--- src/dmc_pkg.sv ---
// Shared constants and types for the DDR read-path host controller
package dmc_pkg;

	// Clocking: the link clock is hclk divided by four
	localparam int unsigned HCLK_NS = 40;
	localparam int unsigned CK_DIV  = 4;
	localparam int unsigned CK_NS   = HCLK_NS * CK_DIV;

	// Row timing in ns as rated, converted to link clocks rounding up
	localparam int unsigned ACTIVATE_TO_ACCESS_DELAY_NS = 20;
	localparam int unsigned TRC_NS  = 65;
	localparam int unsigned BANK_TO_BANK_ACTIVATE_DELAY_NS = 15;
	localparam int unsigned MINIMUM_ROW_OPEN_TIME_NS = 40;
	localparam int unsigned TRP_NS  = 20;

	function automatic int unsigned cyc_up(input int unsigned ns);
		int unsigned c;
		c = (ns + CK_NS - 1) / CK_NS;
		return (c < 1) ? 1 : c;
	endfunction : cyc_up

	localparam logic [3:0] RCD_CYC = 4'(cyc_up(ACTIVATE_TO_ACCESS_DELAY_NS));
	localparam logic [3:0] RC_CYC  = 4'(cyc_up(TRC_NS));
	localparam logic [3:0] RRD_CYC = 4'(cyc_up(BANK_TO_BANK_ACTIVATE_DELAY_NS));
	localparam logic [3:0] RAS_CYC = 4'(cyc_up(MINIMUM_ROW_OPEN_TIME_NS));
	localparam logic [3:0] RP_CYC  = 4'(cyc_up(TRP_NS));
	localparam logic [3:0] MRD_CYC = 4'h2;        // Mode load settle, link clocks
	localparam logic [7:0] DLL_CYC = 8'hC8;       // 200 link clocks after DLL enable or reset

	// Rated link frequency and speed grade, for latency band checks
	localparam int unsigned CK_MHZ_RATED = 133;
	localparam logic        FAST_GRADE   = 1'b1;

	// Register byte offsets on the AHB-Lite slave
	localparam logic [4:0] OFS_CMD   = 5'h00;
	localparam logic [4:0] OFS_ADDR  = 5'h04;
	localparam logic [4:0] OFS_STAT  = 5'h08;
	localparam logic [4:0] OFS_RD_LO = 5'h0C;
	localparam logic [4:0] OFS_RD_HI = 5'h10;

	// Field positions
	localparam int unsigned ADDR_AP_BIT = 15;
	localparam int unsigned STAT_ERR    = 1;
	localparam int unsigned STAT_DONE   = 2;

	// Reset values
	localparam logic [6:0]  MODE_RST = 7'h22;     // Burst of 4, latency 2
	localparam logic [15:0] ADDR_RST = 16'h0000;

	// Software command codes
	typedef enum logic [2:0] {
		CMD_NONE = 3'b000,
		CMD_LMR  = 3'b001,
		CMD_EMR  = 3'b010,
		CMD_ACT  = 3'b011,
		CMD_READ = 3'b100,
		CMD_PRE  = 3'b101,
		CMD_STOP = 3'b110
	} dmc_cmd_e;

	// Pin codes {ras_n, cas_n, we_n}
	typedef enum logic [2:0] {
		OP_LMR  = 3'b000,
		OP_PRE  = 3'b010,
		OP_ACT  = 3'b011,
		OP_STOP = 3'b110,
		OP_READ = 3'b101,
		OP_NOP  = 3'b111
	} dmc_op_e;

	// Automatic mode load sequence
	typedef enum logic [1:0] {
		SQ_IDLE   = 2'b00,
		SQ_DLLRST = 2'b01,
		SQ_NORMAL = 2'b10
	} dmc_seq_e;

endpackage : dmc_pkg

--- src/dmc_host.sv ---
// DDR SDRAM host controller: mode loads, activates, reads with capture
//
// The AHB-Lite register port and the register addresses were chosen for this implementation.
`timescale 1ns/1ns
// What this block does
// - Latency only 2, 2.5 or 3
// - Latency band must cover rated clock
// - Normal mode load clears bits seven upward
// - Bit 8 alone starts DLL reset
// - DLL reset load followed by normal load
// - No reserved operating mode values written
// - Bank select low set loads extended register
// - DLL enable followed by DLL reset load
// - Extended load only when idle, then wait
// - 200 clocks after DLL enable before read
// - No access before activate delay elapses
// - Precharge before activating another row
// - Same-bank activates spaced by row cycle
// - Cross-bank activates spaced by bank delay
// - Address bit 10 selects auto precharge
// - Next read after wanted pairs truncates
// - Burst stop truncates with read latency
// - Read ends or stops before write
// - Mode fields: length, type, latency, mode
// - Base load: DLL reset bit self-clears
module dmc_host (
	// Clock and reset
	input  wire logic        hclk,
	input  wire logic        hresetn,
	// AHB-Lite slave
	input  wire logic        hsel,
	input  wire logic [31:0] haddr,
	input  wire logic [1:0]  htrans,
	input  wire logic        hwrite,
	input  wire logic [2:0]  hsize,
	input  wire logic [31:0] hwdata,
	input  wire logic        hready,
	output logic             hreadyout,
	output logic             hresp,
	output logic [31:0]      hrdata,
	// DRAM clock and command
	output logic             ck,
	output logic             ck_n,
	output logic             cke,
	output logic             cs_n,
	output logic             ras_n,
	output logic             cas_n,
	output logic             we_n,
	output logic [1:0]       bank_sel,
	output logic [12:0]      addr,
	// DRAM data
	input  wire logic [7:0]  dq_i,
	output logic [7:0]       dq_o,
	output logic             dq_oe,
	input  wire logic        dqs_i,
	output logic             dqs_o,
	output logic             dqs_oe,
	output logic             dm
);

	logic [1:0]  ph_q;
	logic [7:0]  hc_q;
	logic        slot;
	logic        ck_q, ckn_q, cke_q;
	logic [7:0]  dq_s1_q, dq_s2_q;
	logic        a_wr_q;
	logic [2:0]  a_idx_q;
	logic [2:0]  cmd_q;
	logic [15:0] addr_q;
	logic        pend_q, err_q, done_q;
	dmc_pkg::dmc_seq_e seq_q;
	logic [6:0]  mode_q;
	logic        open_q [4];
	logic [3:0]  rcd_q [4];
	logic [3:0]  rc_q [4];
	logic [3:0]  ras_q [4];
	logic [3:0]  rp_q [4];
	logic [3:0]  rrd_q, mrd_q;
	logic [7:0]  dll_q;
	logic        go, bad;
	dmc_pkg::dmc_op_e p_op;
	logic [1:0]  p_ba;
	logic [12:0] p_a;
	logic [1:0]  bk;
	logic        idle_all;
	logic        cur_v_q, nxt_v_q;
	logic [7:0]  cur_st_q, nxt_st_q;
	logic [3:0]  cur_len_q, nxt_len_q;
	logic [7:0]  rdat_q [8];
	logic [7:0]  hc_m1, idx, stop_at;
	logic        wr_cmd, wr_stat;
	logic [2:0]  cmd_lmr;

	// Latency field to half-clock count, zero when not allowed
	function automatic logic [7:0] cl_half(input logic [2:0] f);
		case (f)
			3'b010:  cl_half = (dmc_pkg::CK_MHZ_RATED <= 133) ? 8'h04 : 8'h00;
			3'b110:  cl_half = (dmc_pkg::CK_MHZ_RATED <= 167) ? 8'h05 : 8'h00;
			3'b011:  cl_half = (dmc_pkg::FAST_GRADE && dmc_pkg::CK_MHZ_RATED >= 133) ? 8'h06 : 8'h00;
			default: cl_half = 8'h00;
		endcase
	endfunction : cl_half

	// Burst length field to element count, zero when reserved
	function automatic logic [3:0] bl_len(input logic [2:0] f);
		case (f)
			3'b001:  bl_len = 4'h2;
			3'b010:  bl_len = 4'h4;
			3'b011:  bl_len = 4'h8;
			default: bl_len = 4'h0;
		endcase
	endfunction : bl_len

	// Link clock divider; commands change on the falling link edge
	always_ff @(posedge hclk or negedge hresetn) begin
		if (!hresetn) begin
			ph_q  <= 2'h2;          // Low phase first, so the first rise is a full one
			hc_q  <= 8'h00;
			ck_q  <= 1'b0;
			ckn_q <= 1'b1;
			cke_q <= 1'b0;
		end else begin
			ph_q  <= ph_q + 2'h1;
			ck_q  <= (ph_q == 2'h3) || (ph_q == 2'h0);
			ckn_q <= !((ph_q == 2'h3) || (ph_q == 2'h0));
			cke_q <= 1'b1;
			if (ph_q[0]) begin
				hc_q <= hc_q + 8'h01;   // Counts link edges, both polarities
			end
		end
	end

	assign slot = (ph_q == 2'h1);
	assign ck   = ck_q;
	assign ck_n = ckn_q;
	assign cke  = cke_q;

	// Data pins pass two flops before use
	always_ff @(posedge hclk or negedge hresetn) begin
		if (!hresetn) begin
			dq_s1_q <= 8'h00;
			dq_s2_q <= 8'h00;
		end else begin
			dq_s1_q <= dq_i;
			dq_s2_q <= dq_s1_q;
		end
	end

	// Host never drives data; writes are not issued
	assign dq_o   = 8'h00;
	assign dq_oe  = 1'b0;
	assign dqs_o  = 1'b0;
	assign dqs_oe = 1'b0;
	assign dm     = 1'b0;

	// AHB-Lite address phase capture and read data
	always_ff @(posedge hclk or negedge hresetn) begin
		if (!hresetn) begin
			a_wr_q  <= 1'b0;
			a_idx_q <= 3'h0;
			hrdata  <= 32'h0000_0000;
		end else begin
			a_wr_q  <= hsel && hready && htrans[1] && hwrite;
			a_idx_q <= haddr[4:2];
			if (hsel && hready && htrans[1] && !hwrite) begin
				case ({haddr[4:2], 2'b00})
					dmc_pkg::OFS_CMD:   hrdata <= {29'h0, cmd_q};
					dmc_pkg::OFS_ADDR:  hrdata <= {16'h0000, addr_q};
					dmc_pkg::OFS_STAT:  hrdata <= {24'h0, open_q[3], open_q[2], open_q[1], open_q[0],
						dll_q != 8'h00, done_q, err_q, pend_q || seq_q != dmc_pkg::SQ_IDLE};
					dmc_pkg::OFS_RD_LO: hrdata <= {rdat_q[3], rdat_q[2], rdat_q[1], rdat_q[0]};
					dmc_pkg::OFS_RD_HI: hrdata <= {rdat_q[7], rdat_q[6], rdat_q[5], rdat_q[4]};
					default:            hrdata <= 32'h0000_0000;
				endcase
			end
		end
	end

	assign hreadyout = 1'b1;
	assign hresp     = 1'b0;
	assign wr_cmd    = a_wr_q && ({a_idx_q, 2'b00} == dmc_pkg::OFS_CMD);
	assign wr_stat   = a_wr_q && ({a_idx_q, 2'b00} == dmc_pkg::OFS_STAT);

	// Command and address registers, command pending flag
	always_ff @(posedge hclk or negedge hresetn) begin
		if (!hresetn) begin
			cmd_q  <= dmc_pkg::CMD_NONE;
			addr_q <= dmc_pkg::ADDR_RST;
			pend_q <= 1'b0;
		end else begin
			if (a_wr_q && ({a_idx_q, 2'b00} == dmc_pkg::OFS_ADDR) && !pend_q) begin
				addr_q <= hwdata[15:0];
			end
			if (wr_cmd && !pend_q && seq_q == dmc_pkg::SQ_IDLE) begin
				cmd_q  <= hwdata[2:0];
				pend_q <= 1'b1;
			end else if (seq_q == dmc_pkg::SQ_IDLE && (go || bad)) begin
				pend_q <= 1'b0;
			end
		end
	end

	// Sticky error flag; a set wins over a clear
	always_ff @(posedge hclk or negedge hresetn) begin
		if (!hresetn) begin
			err_q <= 1'b0;
		end else begin
			err_q <= (err_q && !(wr_stat && hwdata[dmc_pkg::STAT_ERR])) || bad
				|| (wr_cmd && (pend_q || seq_q != dmc_pkg::SQ_IDLE));
		end
	end

	assign bk      = addr_q[14:13];
	assign idle_all = !open_q[0] && !open_q[1] && !open_q[2] && !open_q[3] && !cur_v_q && !nxt_v_q
		&& rp_q[0] == 4'h0 && rp_q[1] == 4'h0 && rp_q[2] == 4'h0 && rp_q[3] == 4'h0;
	assign cmd_lmr = (seq_q == dmc_pkg::SQ_IDLE) ? cmd_q : dmc_pkg::CMD_LMR;

	// Command decision, once per link clock
	always_comb begin
		go   = 1'b0;
		bad  = 1'b0;
		p_op = dmc_pkg::OP_NOP;
		p_ba = 2'b00;
		p_a  = addr_q[12:0];
		if (slot && seq_q != dmc_pkg::SQ_IDLE) begin
			p_op = dmc_pkg::OP_LMR;
			p_a  = {4'h0, seq_q == dmc_pkg::SQ_DLLRST, 1'b0, mode_q};
			go   = (mrd_q == 4'h0);
		end else if (slot && pend_q) begin
			case (cmd_lmr)
				dmc_pkg::CMD_LMR: begin
					p_op = dmc_pkg::OP_LMR;
					if (cl_half(addr_q[6:4]) == 8'h00 || bl_len(addr_q[2:0]) == 4'h0
						|| addr_q[12:9] != 4'h0 || addr_q[7]) begin
						bad = 1'b1;
					end else begin
						go = idle_all && mrd_q == 4'h0;
					end
				end
				dmc_pkg::CMD_EMR: begin
					p_op = dmc_pkg::OP_LMR;
					p_ba = 2'b01;
					if (addr_q[12:2] != 11'h000) begin
						bad = 1'b1;
					end else begin
						go = idle_all && mrd_q == 4'h0;
					end
				end
				dmc_pkg::CMD_ACT: begin
					p_op = dmc_pkg::OP_ACT;
					p_ba = bk;
					if (open_q[bk]) begin
						bad = 1'b1;
					end else begin
						go = rc_q[bk] == 4'h0 && rp_q[bk] == 4'h0 && rrd_q == 4'h0;
					end
				end
				dmc_pkg::CMD_READ: begin
					p_op = dmc_pkg::OP_READ;
					p_ba = bk;
					p_a[10] = addr_q[dmc_pkg::ADDR_AP_BIT];
					if (!open_q[bk]) begin
						bad = 1'b1;
					end else begin
						go = rcd_q[bk] == 4'h0 && dll_q == 8'h00 && mrd_q == 4'h0;
					end
				end
				dmc_pkg::CMD_PRE: begin
					p_op = dmc_pkg::OP_PRE;
					p_ba = bk;
					p_a[10] = 1'b0;
					go = ras_q[bk] == 4'h0;
				end
				dmc_pkg::CMD_STOP: begin
					p_op = dmc_pkg::OP_STOP;
					go = 1'b1;
				end
				default: begin
					bad = 1'b1;
				end
			endcase
		end
	end

	// Command pins, held for a whole link clock
	always_ff @(posedge hclk or negedge hresetn) begin
		if (!hresetn) begin
			cs_n     <= 1'b1;
			ras_n    <= 1'b1;
			cas_n    <= 1'b1;
			we_n     <= 1'b1;
			bank_sel <= 2'b00;
			addr     <= 13'h0000;
		end else if (slot) begin
			cs_n                  <= 1'b0;
			{ras_n, cas_n, we_n}  <= go ? p_op : dmc_pkg::OP_NOP;
			bank_sel              <= p_ba;
			addr                  <= p_a;
		end
	end

	// Stored mode bits and automatic DLL reset sequence
	always_ff @(posedge hclk or negedge hresetn) begin
		if (!hresetn) begin
			mode_q <= dmc_pkg::MODE_RST;
			seq_q  <= dmc_pkg::SQ_IDLE;
		end else if (go && p_op == dmc_pkg::OP_LMR) begin
			case (seq_q)
				dmc_pkg::SQ_DLLRST: seq_q <= dmc_pkg::SQ_NORMAL;
				dmc_pkg::SQ_NORMAL: seq_q <= dmc_pkg::SQ_IDLE;
				default: begin
					if (p_ba == 2'b00) begin
						mode_q <= addr_q[6:0];
						seq_q  <= addr_q[8] ? dmc_pkg::SQ_NORMAL : dmc_pkg::SQ_IDLE;
					end else begin
						seq_q <= addr_q[0] ? dmc_pkg::SQ_IDLE : dmc_pkg::SQ_DLLRST;
					end
				end
			endcase
		end
	end

	// Global waits: mode settle, bank spacing, DLL lock
	always_ff @(posedge hclk or negedge hresetn) begin
		if (!hresetn) begin
			mrd_q <= 4'h0;
			rrd_q <= 4'h0;
			dll_q <= 8'h00;
		end else if (slot) begin
			mrd_q <= (go && p_op == dmc_pkg::OP_LMR) ? dmc_pkg::MRD_CYC - 4'h1
				: (mrd_q != 4'h0) ? mrd_q - 4'h1 : 4'h0;
			rrd_q <= (go && p_op == dmc_pkg::OP_ACT) ? dmc_pkg::RRD_CYC - 4'h1
				: (rrd_q != 4'h0) ? rrd_q - 4'h1 : 4'h0;
			if (go && p_op == dmc_pkg::OP_LMR && (p_ba == 2'b01 ? !p_a[0] : p_a[8])) begin
				dll_q <= dmc_pkg::DLL_CYC - 8'h01;
			end else if (dll_q != 8'h00) begin
				dll_q <= dll_q - 8'h01;
			end
		end
	end

	// Per-bank row state and timers
	for (genvar b = 0; b < 4; b++) begin : g_bank
		always_ff @(posedge hclk or negedge hresetn) begin
			if (!hresetn) begin
				open_q[b] <= 1'b0;
				rcd_q[b]  <= 4'h0;
				rc_q[b]   <= 4'h0;
				ras_q[b]  <= 4'h0;
				rp_q[b]   <= 4'h0;
			end else if (slot) begin
				rcd_q[b] <= (rcd_q[b] != 4'h0) ? rcd_q[b] - 4'h1 : 4'h0;
				rc_q[b]  <= (rc_q[b] != 4'h0) ? rc_q[b] - 4'h1 : 4'h0;
				ras_q[b] <= (ras_q[b] != 4'h0) ? ras_q[b] - 4'h1 : 4'h0;
				rp_q[b]  <= (rp_q[b] != 4'h0) ? rp_q[b] - 4'h1 : 4'h0;
				if (go && p_ba == 2'(b) && p_op == dmc_pkg::OP_ACT) begin
					open_q[b] <= 1'b1;
					rcd_q[b]  <= dmc_pkg::RCD_CYC - 4'h1;
					rc_q[b]   <= dmc_pkg::RC_CYC - 4'h1;
					ras_q[b]  <= dmc_pkg::RAS_CYC - 4'h1;
				end else if (go && p_ba == 2'(b) && p_op == dmc_pkg::OP_PRE) begin
					open_q[b] <= 1'b0;
					rp_q[b]   <= dmc_pkg::RP_CYC - 4'h1;
				end else if (go && p_ba == 2'(b) && p_op == dmc_pkg::OP_READ && p_a[10]) begin
					open_q[b] <= 1'b0;
					rp_q[b]   <= dmc_pkg::RP_CYC - 4'h1 + (bl_len(mode_q[2:0]) >> 1);
				end
			end
		end
	end

	assign hc_m1   = hc_q - 8'h01;
	assign idx     = hc_m1 - cur_st_q;
	assign stop_at = hc_q + 8'h02 + cl_half(mode_q[6:4]);

	// Read burst tracking in half-clock steps and data capture
	always_ff @(posedge hclk or negedge hresetn) begin
		if (!hresetn) begin
			cur_v_q   <= 1'b0;
			nxt_v_q   <= 1'b0;
			cur_st_q  <= 8'h00;
			nxt_st_q  <= 8'h00;
			cur_len_q <= 4'h0;
			nxt_len_q <= 4'h0;
			done_q    <= 1'b0;
			for (int i = 0; i < 8; i++) begin
				rdat_q[i] <= 8'h00;
			end
		end else begin
			done_q <= done_q && !(wr_stat && hwdata[dmc_pkg::STAT_DONE]);
			if (go && p_op == dmc_pkg::OP_READ) begin
				nxt_v_q   <= 1'b1;
				nxt_st_q  <= stop_at;
				nxt_len_q <= bl_len(mode_q[2:0]);
			end else if (go && p_op == dmc_pkg::OP_STOP) begin
				if (nxt_v_q && 4'(stop_at - nxt_st_q) < nxt_len_q) begin
					nxt_len_q <= 4'(stop_at - nxt_st_q);
				end else if (!nxt_v_q && 4'(stop_at - cur_st_q) < cur_len_q) begin
					cur_len_q <= 4'(stop_at - cur_st_q);
				end
			end else if (!ph_q[0] && nxt_v_q && hc_m1 == nxt_st_q) begin
				cur_v_q   <= nxt_len_q != 4'h0;
				cur_st_q  <= nxt_st_q;
				cur_len_q <= nxt_len_q;
				nxt_v_q   <= 1'b0;
				rdat_q[0] <= dq_s2_q;
				if (nxt_len_q <= 4'h1) begin
					done_q <= 1'b1;                                 // Set wins over a clear
				end
			end else if (!ph_q[0] && cur_v_q) begin
				if (idx < {4'h0, cur_len_q}) begin
					rdat_q[idx[2:0]] <= dq_s2_q;
				end
				if (idx + 8'h01 >= {4'h0, cur_len_q}) begin
					cur_v_q <= 1'b0;
					done_q  <= 1'b1;
				end
			end
		end
	end

	// Checks on the command stream the host drives
	ck_shape_a:
	assert property (@(posedge hclk) disable iff (!hresetn)
		$rose(ck) |=> ck ##1 !ck ##1 !ck ##1 ck) else $error("link clock not divided by four");
	rcd_met_a:
	assert property (@(posedge hclk) disable iff (!hresetn)
		go && p_op == dmc_pkg::OP_READ |-> rcd_q[p_ba] == 4'h0 && open_q[p_ba]) else $error("read too early");
	act_closed_a:
	assert property (@(posedge hclk) disable iff (!hresetn)
		go && p_op == dmc_pkg::OP_ACT |-> !open_q[p_ba] && rc_q[p_ba] == 4'h0) else $error("row still open");
	dll_lock_a:
	assert property (@(posedge hclk) disable iff (!hresetn)
		go && p_op == dmc_pkg::OP_READ |-> dll_q == 8'h00) else $error("read during DLL lock");
	mode_legal_a:
	assert property (@(posedge hclk) disable iff (!hresetn)
		go && p_op == dmc_pkg::OP_LMR && p_ba == 2'b00 |-> p_a[12:9] == 4'h0 && !p_a[7]
		&& (p_a[6:4] == 3'b010 || p_a[6:4] == 3'b110 || p_a[6:4] == 3'b011)) else $error("bad mode value");
	dll_follow_a:
	assert property (@(posedge hclk) disable iff (!hresetn)
		go && p_op == dmc_pkg::OP_LMR && p_ba == 2'b00 && p_a[8]
		|-> ##[4:16] (go && p_op == dmc_pkg::OP_LMR && !p_a[8])) else $error("no normal load after DLL reset");
	dll_reset_a:
	assert property (@(posedge hclk) disable iff (!hresetn)
		go && p_op == dmc_pkg::OP_LMR && p_ba == 2'b01 && !p_a[0]
		|-> ##[4:16] (go && p_op == dmc_pkg::OP_LMR && p_ba == 2'b00 && p_a[8])) else $error("no DLL reset");
	ext_idle_a:
	assert property (@(posedge hclk) disable iff (!hresetn)
		go && p_op == dmc_pkg::OP_LMR |-> idle_all && $past(mrd_q) <= 4'h1) else $error("mode load not idle");
	rrd_met_a:
	assert property (@(posedge hclk) disable iff (!hresetn)
		go && p_op == dmc_pkg::OP_ACT |-> rrd_q == 4'h0) else $error("activates too close");

endmodule : dmc_host

--- config.mk ---
export PLATFORM = sky130hd
export DESIGN_NAME = dmc_host
export DESIGN_NICKNAME = d
export VERILOG_FILES = /design/src/dmc_pkg.sv /design/src/dmc_host.sv
export SDC_FILE = /design/constraint.sdc
export NUM_CORES = 1
export LEC_CHECK = 0
export ABC_AREA = 1
export BUFFER_PORTS_ARGS = -buffer_cell sky130_fd_sc_hd__buf_2
export CELL_PAD_IN_SITES_DETAIL_PLACEMENT = 0
export CELL_PAD_IN_SITES_GLOBAL_PLACEMENT = 2
export CORE_MARGIN = 2
export CORE_UTILIZATION = 32
export DETAILED_ROUTE_END_ITERATION = 6
export PLACE_DENSITY_LB_ADDON = 0.05
export SLEW_MARGIN = 20
export SYNTH_ARGS = -nofsm -noshare
export SYNTH_HDL_FRONTEND = slang
export SYNTH_SLANG_ARGS = --single-unit
--- constraint.sdc ---
create_clock -name hclk -period 3.7 [get_ports hclk]
set_clock_uncertainty 0.15 [all_clocks]
set_input_delay 0.555 -clock hclk [delete_from_list [all_inputs] [get_ports hclk]]
set_output_delay 0.555 -clock hclk [all_outputs]
set_load 0.01 [all_outputs]
=== Word level (Yosys, flattened, before mapping) ===
Index checks and enable logic that the tools add are counted.

* Flip-flop bits (word level): 289
* Input port bits: 83
* Output and inout port bits: 68
* Logic and storage cells: 440

* $add $sub $neg: 28
* Order comparisons: 8
* Equality and inequality tests: 39
* Mux-type cells: 143
* Bitwise logic cells: 6
* Reductions and logical operators: 156

{| class="wikitable"
|+ Operators with widths
! operator !! count
|-
| 4-bit 2-to-1 mux || 62
|-
| 32-bit one-hot mux with 5 select lines || 1
|-
| 64-bit 2-to-1 mux || 2
|-
| 4-bit nonzero test || 20
|-
| 4-bit by 1-bit subtractor with 4-bit output (second input constant) || 18
|-
| 64-bit bitwise mux || 1
|-
| 1-bit logical AND || 63
|-
| 8-bit 2-to-1 mux || 7
|-
| 3-bit by 2-bit equality test with 1-bit output (second input constant) || 15
|-
| 4-bit logical NOT || 11
|-
| 1-bit 2-to-1 mux || 44
|-
| 4-bit binary-select mux with 2-bit select || 4
|-
| 8-bit demux with 3-bit select || 1
|-
| 3-bit equality test (second input constant) || 8
|-
| 4-bit one-hot mux with 3 select lines || 2
|-
| 2-bit nonzero test || 10
|-
| 3-bit one-hot mux with 3 select lines || 2
|-
| 8-bit by 1-bit adder with 8-bit output (second input constant) || 2
|-
| 8-bit logical NOT || 2
|-
| 8-bit by 1-bit subtractor with 8-bit output (second input constant) || 2
|-
| 3-bit by 1-bit equality test with 1-bit output (second input constant) || 5
|-
| 3-bit one-hot mux with 5 select lines || 1
|-
| 2-bit AND reduction || 7
|-
| 1-bit logical NOT || 13
|-
| 39 further kinds || 77
|}

=== Longest topological paths before layout ===
* Depth in word-level cells: 21
* Mapped depth: 24
* Mapped depth without buffers: 24

=== Least setup slack after synthesis ===
No wires, ideal clock.

* Path type: reg2reg
* Start: register mode_q[5]
* End: register cur_len_q[0]
* Library setup time: 138 ps
* Arrival time: 3433 ps
* Data required time: 3412 ps
* Path slack: -21 ps
* Stages on the path, launching flop included: 14
* Buffers on the path: 0
* Period minus slack after synthesis: 3721 ps
* Path through: dfstp_2 -> nand3_1 -> ha_1 -> inv_1 -> ha_1 -> fa_1 -> ha_1 -> a21oi_1 -> o21ai_0 -> xor2_1 -> ha_1 -> a2111o_1 -> a21oi_1 -> o21ai_0

* Word-level cells in the longest chain between the ends: 8
* Elaborated cells between the ends (all ways): 17
* Those cells by class: 3 x add/sub; 2 x order compare; 5 x eq/ne; 4 x mux; 3 x reduce/logical

{| class="wikitable"
|+ RTL lines
! what !! line !! source
|-
| start, declared || dmc_host.sv:72 || <nowiki>logic [6:0] mode_q;</nowiki>
|-
| start signal, assigned || dmc_host.sv:305 || <nowiki>mode_q <= dmc_pkg::MODE_RST;</nowiki>
|-
| start signal, assigned || dmc_host.sv:313 || <nowiki>mode_q <= addr_q[6:0];</nowiki>
|-
| 3-bit by 2-bit equality test with 1-bit output / 3-bit equality test (equally long branches) || dmc_host.sv:96 || <nowiki>case (f)</nowiki>
|-
| 3-bit one-hot mux with 3 select lines * || dmc_host.sv:96 ||
|-
| 8-bit by 3-bit adder with 8-bit output * || dmc_host.sv:374 || <nowiki>assign stop_at = hc_q + 8'h02 + cl_half(mode_q[6:4]);</nowiki>
|-
| net stop_at[2] || dmc_host.sv:90 || <nowiki>logic [7:0] hc_m1, idx, stop_at;</nowiki>
|-
| 4-bit subtractor (on tied branches) || dmc_host.sv:398, dmc_host.sv:396 ||
|-
| 4-bit < comparator (on tied branches) || dmc_host.sv:398, dmc_host.sv:396 ||
|-
| 1-bit logical AND (on tied branches) || dmc_host.sv:398, dmc_host.sv:396 ||
|-
| 2-bit by 1-bit inequality test with 1-bit output (no source line) / 2-bit inequality test (equally long branches) || n/a ||
|-
| 4-bit AND reduction (no source line) * || n/a ||
|-
| end signal, assigned || dmc_host.sv:399 || <nowiki>cur_len_q <= 4'(stop_at - cur_st_q);</nowiki>
|-
| end signal, assigned || dmc_host.sv:404 || <nowiki>cur_len_q <= nxt_len_q;</nowiki>
|-
| end, declared || dmc_host.sv:88 || <nowiki>logic [3:0] cur_len_q, nxt_len_q;</nowiki>
|}

Mark *: on every way through the listed nets, which the timed path passes. The rest lies on a longest branch. The select of a mux whose other input is x is not followed.
A chain may end at the register's enable or synchronous reset.

=== Worst setup path in the final report ===
Ends and elaborated chain as after synthesis.

==> qor.yml <==
outcome: "finished with violations"
failed_checks: "design-rule violations, negative setup slack"
setup_viol_count_final: 2
synth.top_cell.area_share_pct: 46.4
seqCellArea_sq_mm: 0.00722
timing_hold_violations_final: 0
power_mw: 8.38
grt_max_degree: 94
cp_data_arrival_time_ns: 4.03
clkTransAtPathRegs_ns: 0.06
netlist_instances: 1863
worst_slew_pin_slew_ns: 0.852
yosys.area.top_type: "dfrtp_1"
route.detailed.drc: 1
synthFlopType: "dfrtp_1"
hold_path.class: "input pin to register"
antenna_left: 0
ys_warn_count: 0
dpl.hpwl_mm: 31.9
grt_pass1_wl_mm: 70.8
synth_edf_count: 0
clock_path_buffers: 3
synth-seq-area-share_pct: 47.6
routed_wl_mm: 44.3
clock_latency_ns: 0.56
cap_violations: 0
r2r-start: "mode_q[5]$_DFFE_PN1P_"
multi_input_area_sq_mm: 0.00684
max_slew_margin_pct: 43.2
cts_root_buf: "clkbuf_16"
grt.total_usage_pct: 18.2
use_met3_pct: 3.03
vias: 12400
synth.distinct_cells: 50
synth_most_common_cell: "nand2_1"
setup.worst_path.start: "mode_q[5]$_DFFE_PN1P_"
final_max_slew_viol_count: 0
grt_setup_unrepaired: "true"
hp-start: "haddr[4]"
worst_slack_ns: -0.00159
synth.area.top_cells: "dfrtp_1, nand2_1, inv_1, ha_1, o21ai_0"
worstPathMaxFanout: 8
fin_crit_ns: 3.70
htree_levels: 2
rows: 79
layout-drive-gt1-share_pct: 13.6
powerDensity_mw_per_mm2: 461
cp-start-kind: "register"
peakVddDrop_v: 0.000263
initial_core_util_pct: 32.5
design.core.area_sq_mm: 0.0467
p_leak_nw: 8.72
avgSynthCellArea_sq_um: 8.14
cts_tree: "done"
pin_count: 151
first_global_vias: 12700
portBuffers: 86
post-route-period-util_pct: 100
synthTopCellsByCount: "nand2_1, dfrtp_1, inv_1, o21ai_0, nor2_1"
die_h_um: 222
drtPass1Iterations: 7
area_growth_pct: 20.0
wl_per_cell_um: 16.8
fillers: 4855
grt-busiest-layer: "met2"
preCtsSetupSlack_ns: -0.166
synth_area_sq_mm: 0.0152
path_class: "register to register"
numCtsBuffers: 38
endpoint_kind: "register"
met1_usage_pct: 23.8
synth-async-reset-ratio_pct: 100
initialDrtViolationCount: 479
overflow: 0
gp_congestion: 0.800
antenna_found_initial: 0
max_clock_freq_mhz: 270
die-area_sq_mm: 0.0491
via_per_inst: 4.69
cts.sinks: 288
grt.met2_usage_pct: 31.1
synth_seq_cells: 288
num_antenna_cells: 0
nNetsFinal: 2158
die_x_um: 222
required_ns: 4.03
[layer usage]
metal  share of wire (%)  wire length (um)
met2                  48             21300
met1                  47             20700
met5                   0                 0
met4                 2.4              1050
met3                 2.7              1210
[final timing paths]
path	to	slack, ns	cells after the start
max	cur_len_q[0]$_DFFE_PN0P_	-0.002	16
min	a_idx_q[2]$_DFF_PN0_	0.05	1
max reg2reg	cur_len_q[0]$_DFFE_PN0P_	-0.002	16
min reg2reg	dq_s2_q[1]$_DFF_PN0_	0.20	0
max in group asynchronous	rdat_q[20]$_DFFE_PN0P_	1.99	3
min in group asynchronous	ras_q[12]$_DFFE_PN0P_	0.50	2
[power breakdown]
part / switching [mW] / leakage (nW) / internal, mW / total, mW
sequential: 0.186 / 3.81 / 3.33 / 3.52
combinational: 0.671 / 4.28 / 0.348 / 1.02
clock: 1.47 / 0.633 / 2.38 / 3.85
[what timing repair did]
item,CTS,global route
gates resized for setup,12,25
pin swaps,10,25
hold buffers,11,0
setup endpoints to repair,14,74
setup buffers,3,4
gates cloned,0,0
hold endpoints to repair,93,0
[through the flow]
stage                     util, %  TNS [ns]  hold slack (ns)  area, sq um  std cells
after global routing         39.0    -0.944           0.0185        18200       2640
after floorplan                 -         0            0.109        15200       1876
final                        39.0  -0.00254           0.0465        18200       2640
after global placement       35.3     -1.02            0.185        16500       2552
after CTS                    38.6         0           0.0105        18000       2636
after detailed placement     35.3     -1.12            0.185        16500       2552
[cell usage in the layout (no fill, tap or decap), drive strengths merged, types with 40 or more instances in the layout]
cell	n
a21oi	70
buf	145
clkbuf	57
dfrtp	281
ha	68
inv	264
nand2	438
nand3	103
nor2	168
o21ai	187
o22ai	49
xor2	40
[worst max-delay path, cell delays in order, from the launching register on]
cell and delay [ns]:
dfstp_2 0.55, nand3_2 0.09, ha_4 0.27, inv_2 0.03
ha_4 0.15, fa_2 0.58, ha_4 0.23, a21oi_2 0.13
o21ai_2 0.08, xor2_2 0.15, ha_1 0.32, nand2_1 0.06
nor2_1 0.04, a2111o_1 0.38, a21oi_4 0.25, nand2_1 0.08
o21ai_1 0.08
[cells by family (layout without fill, tap and decap cells)]
logic type,Yosys count,after routing,synth area share (%)
simple gates,766,766,21.4
mux,2,2,0.149
fa+ha+maj,72,72,6.14
compound gates,345,345,12.6
xor+xnor,56,56,3.24
buf+inv,332,489,8.85
flops,288,288,47.6
other cells,2,15,0.0495
[area by class of cell]
class	count	area share, %
clock buffers	57	5.95
clock inverters	13	1.15
inverters	263	5.43
multi-input cells	1256	37.6
flip-flops and latches	288	39.7
well taps	607	4.17
repair buffers	156	6.05
[flip-flops by register name (all words and copies together) (netlist names), 7 cells and up]
name,flops
rdat_q,64
hrdata,32
rc_q,16
rp_q,16
hc_q,8
addr_q,16
dq_s2_q,8
dq_s1_q,8
dll_q,8
mode_q,7
addr,13
cur_st_q,8
rcd_q,16
ras_q,16
nxt_st_q,8
Note: power is estimated with default switching activity, not from simulation.
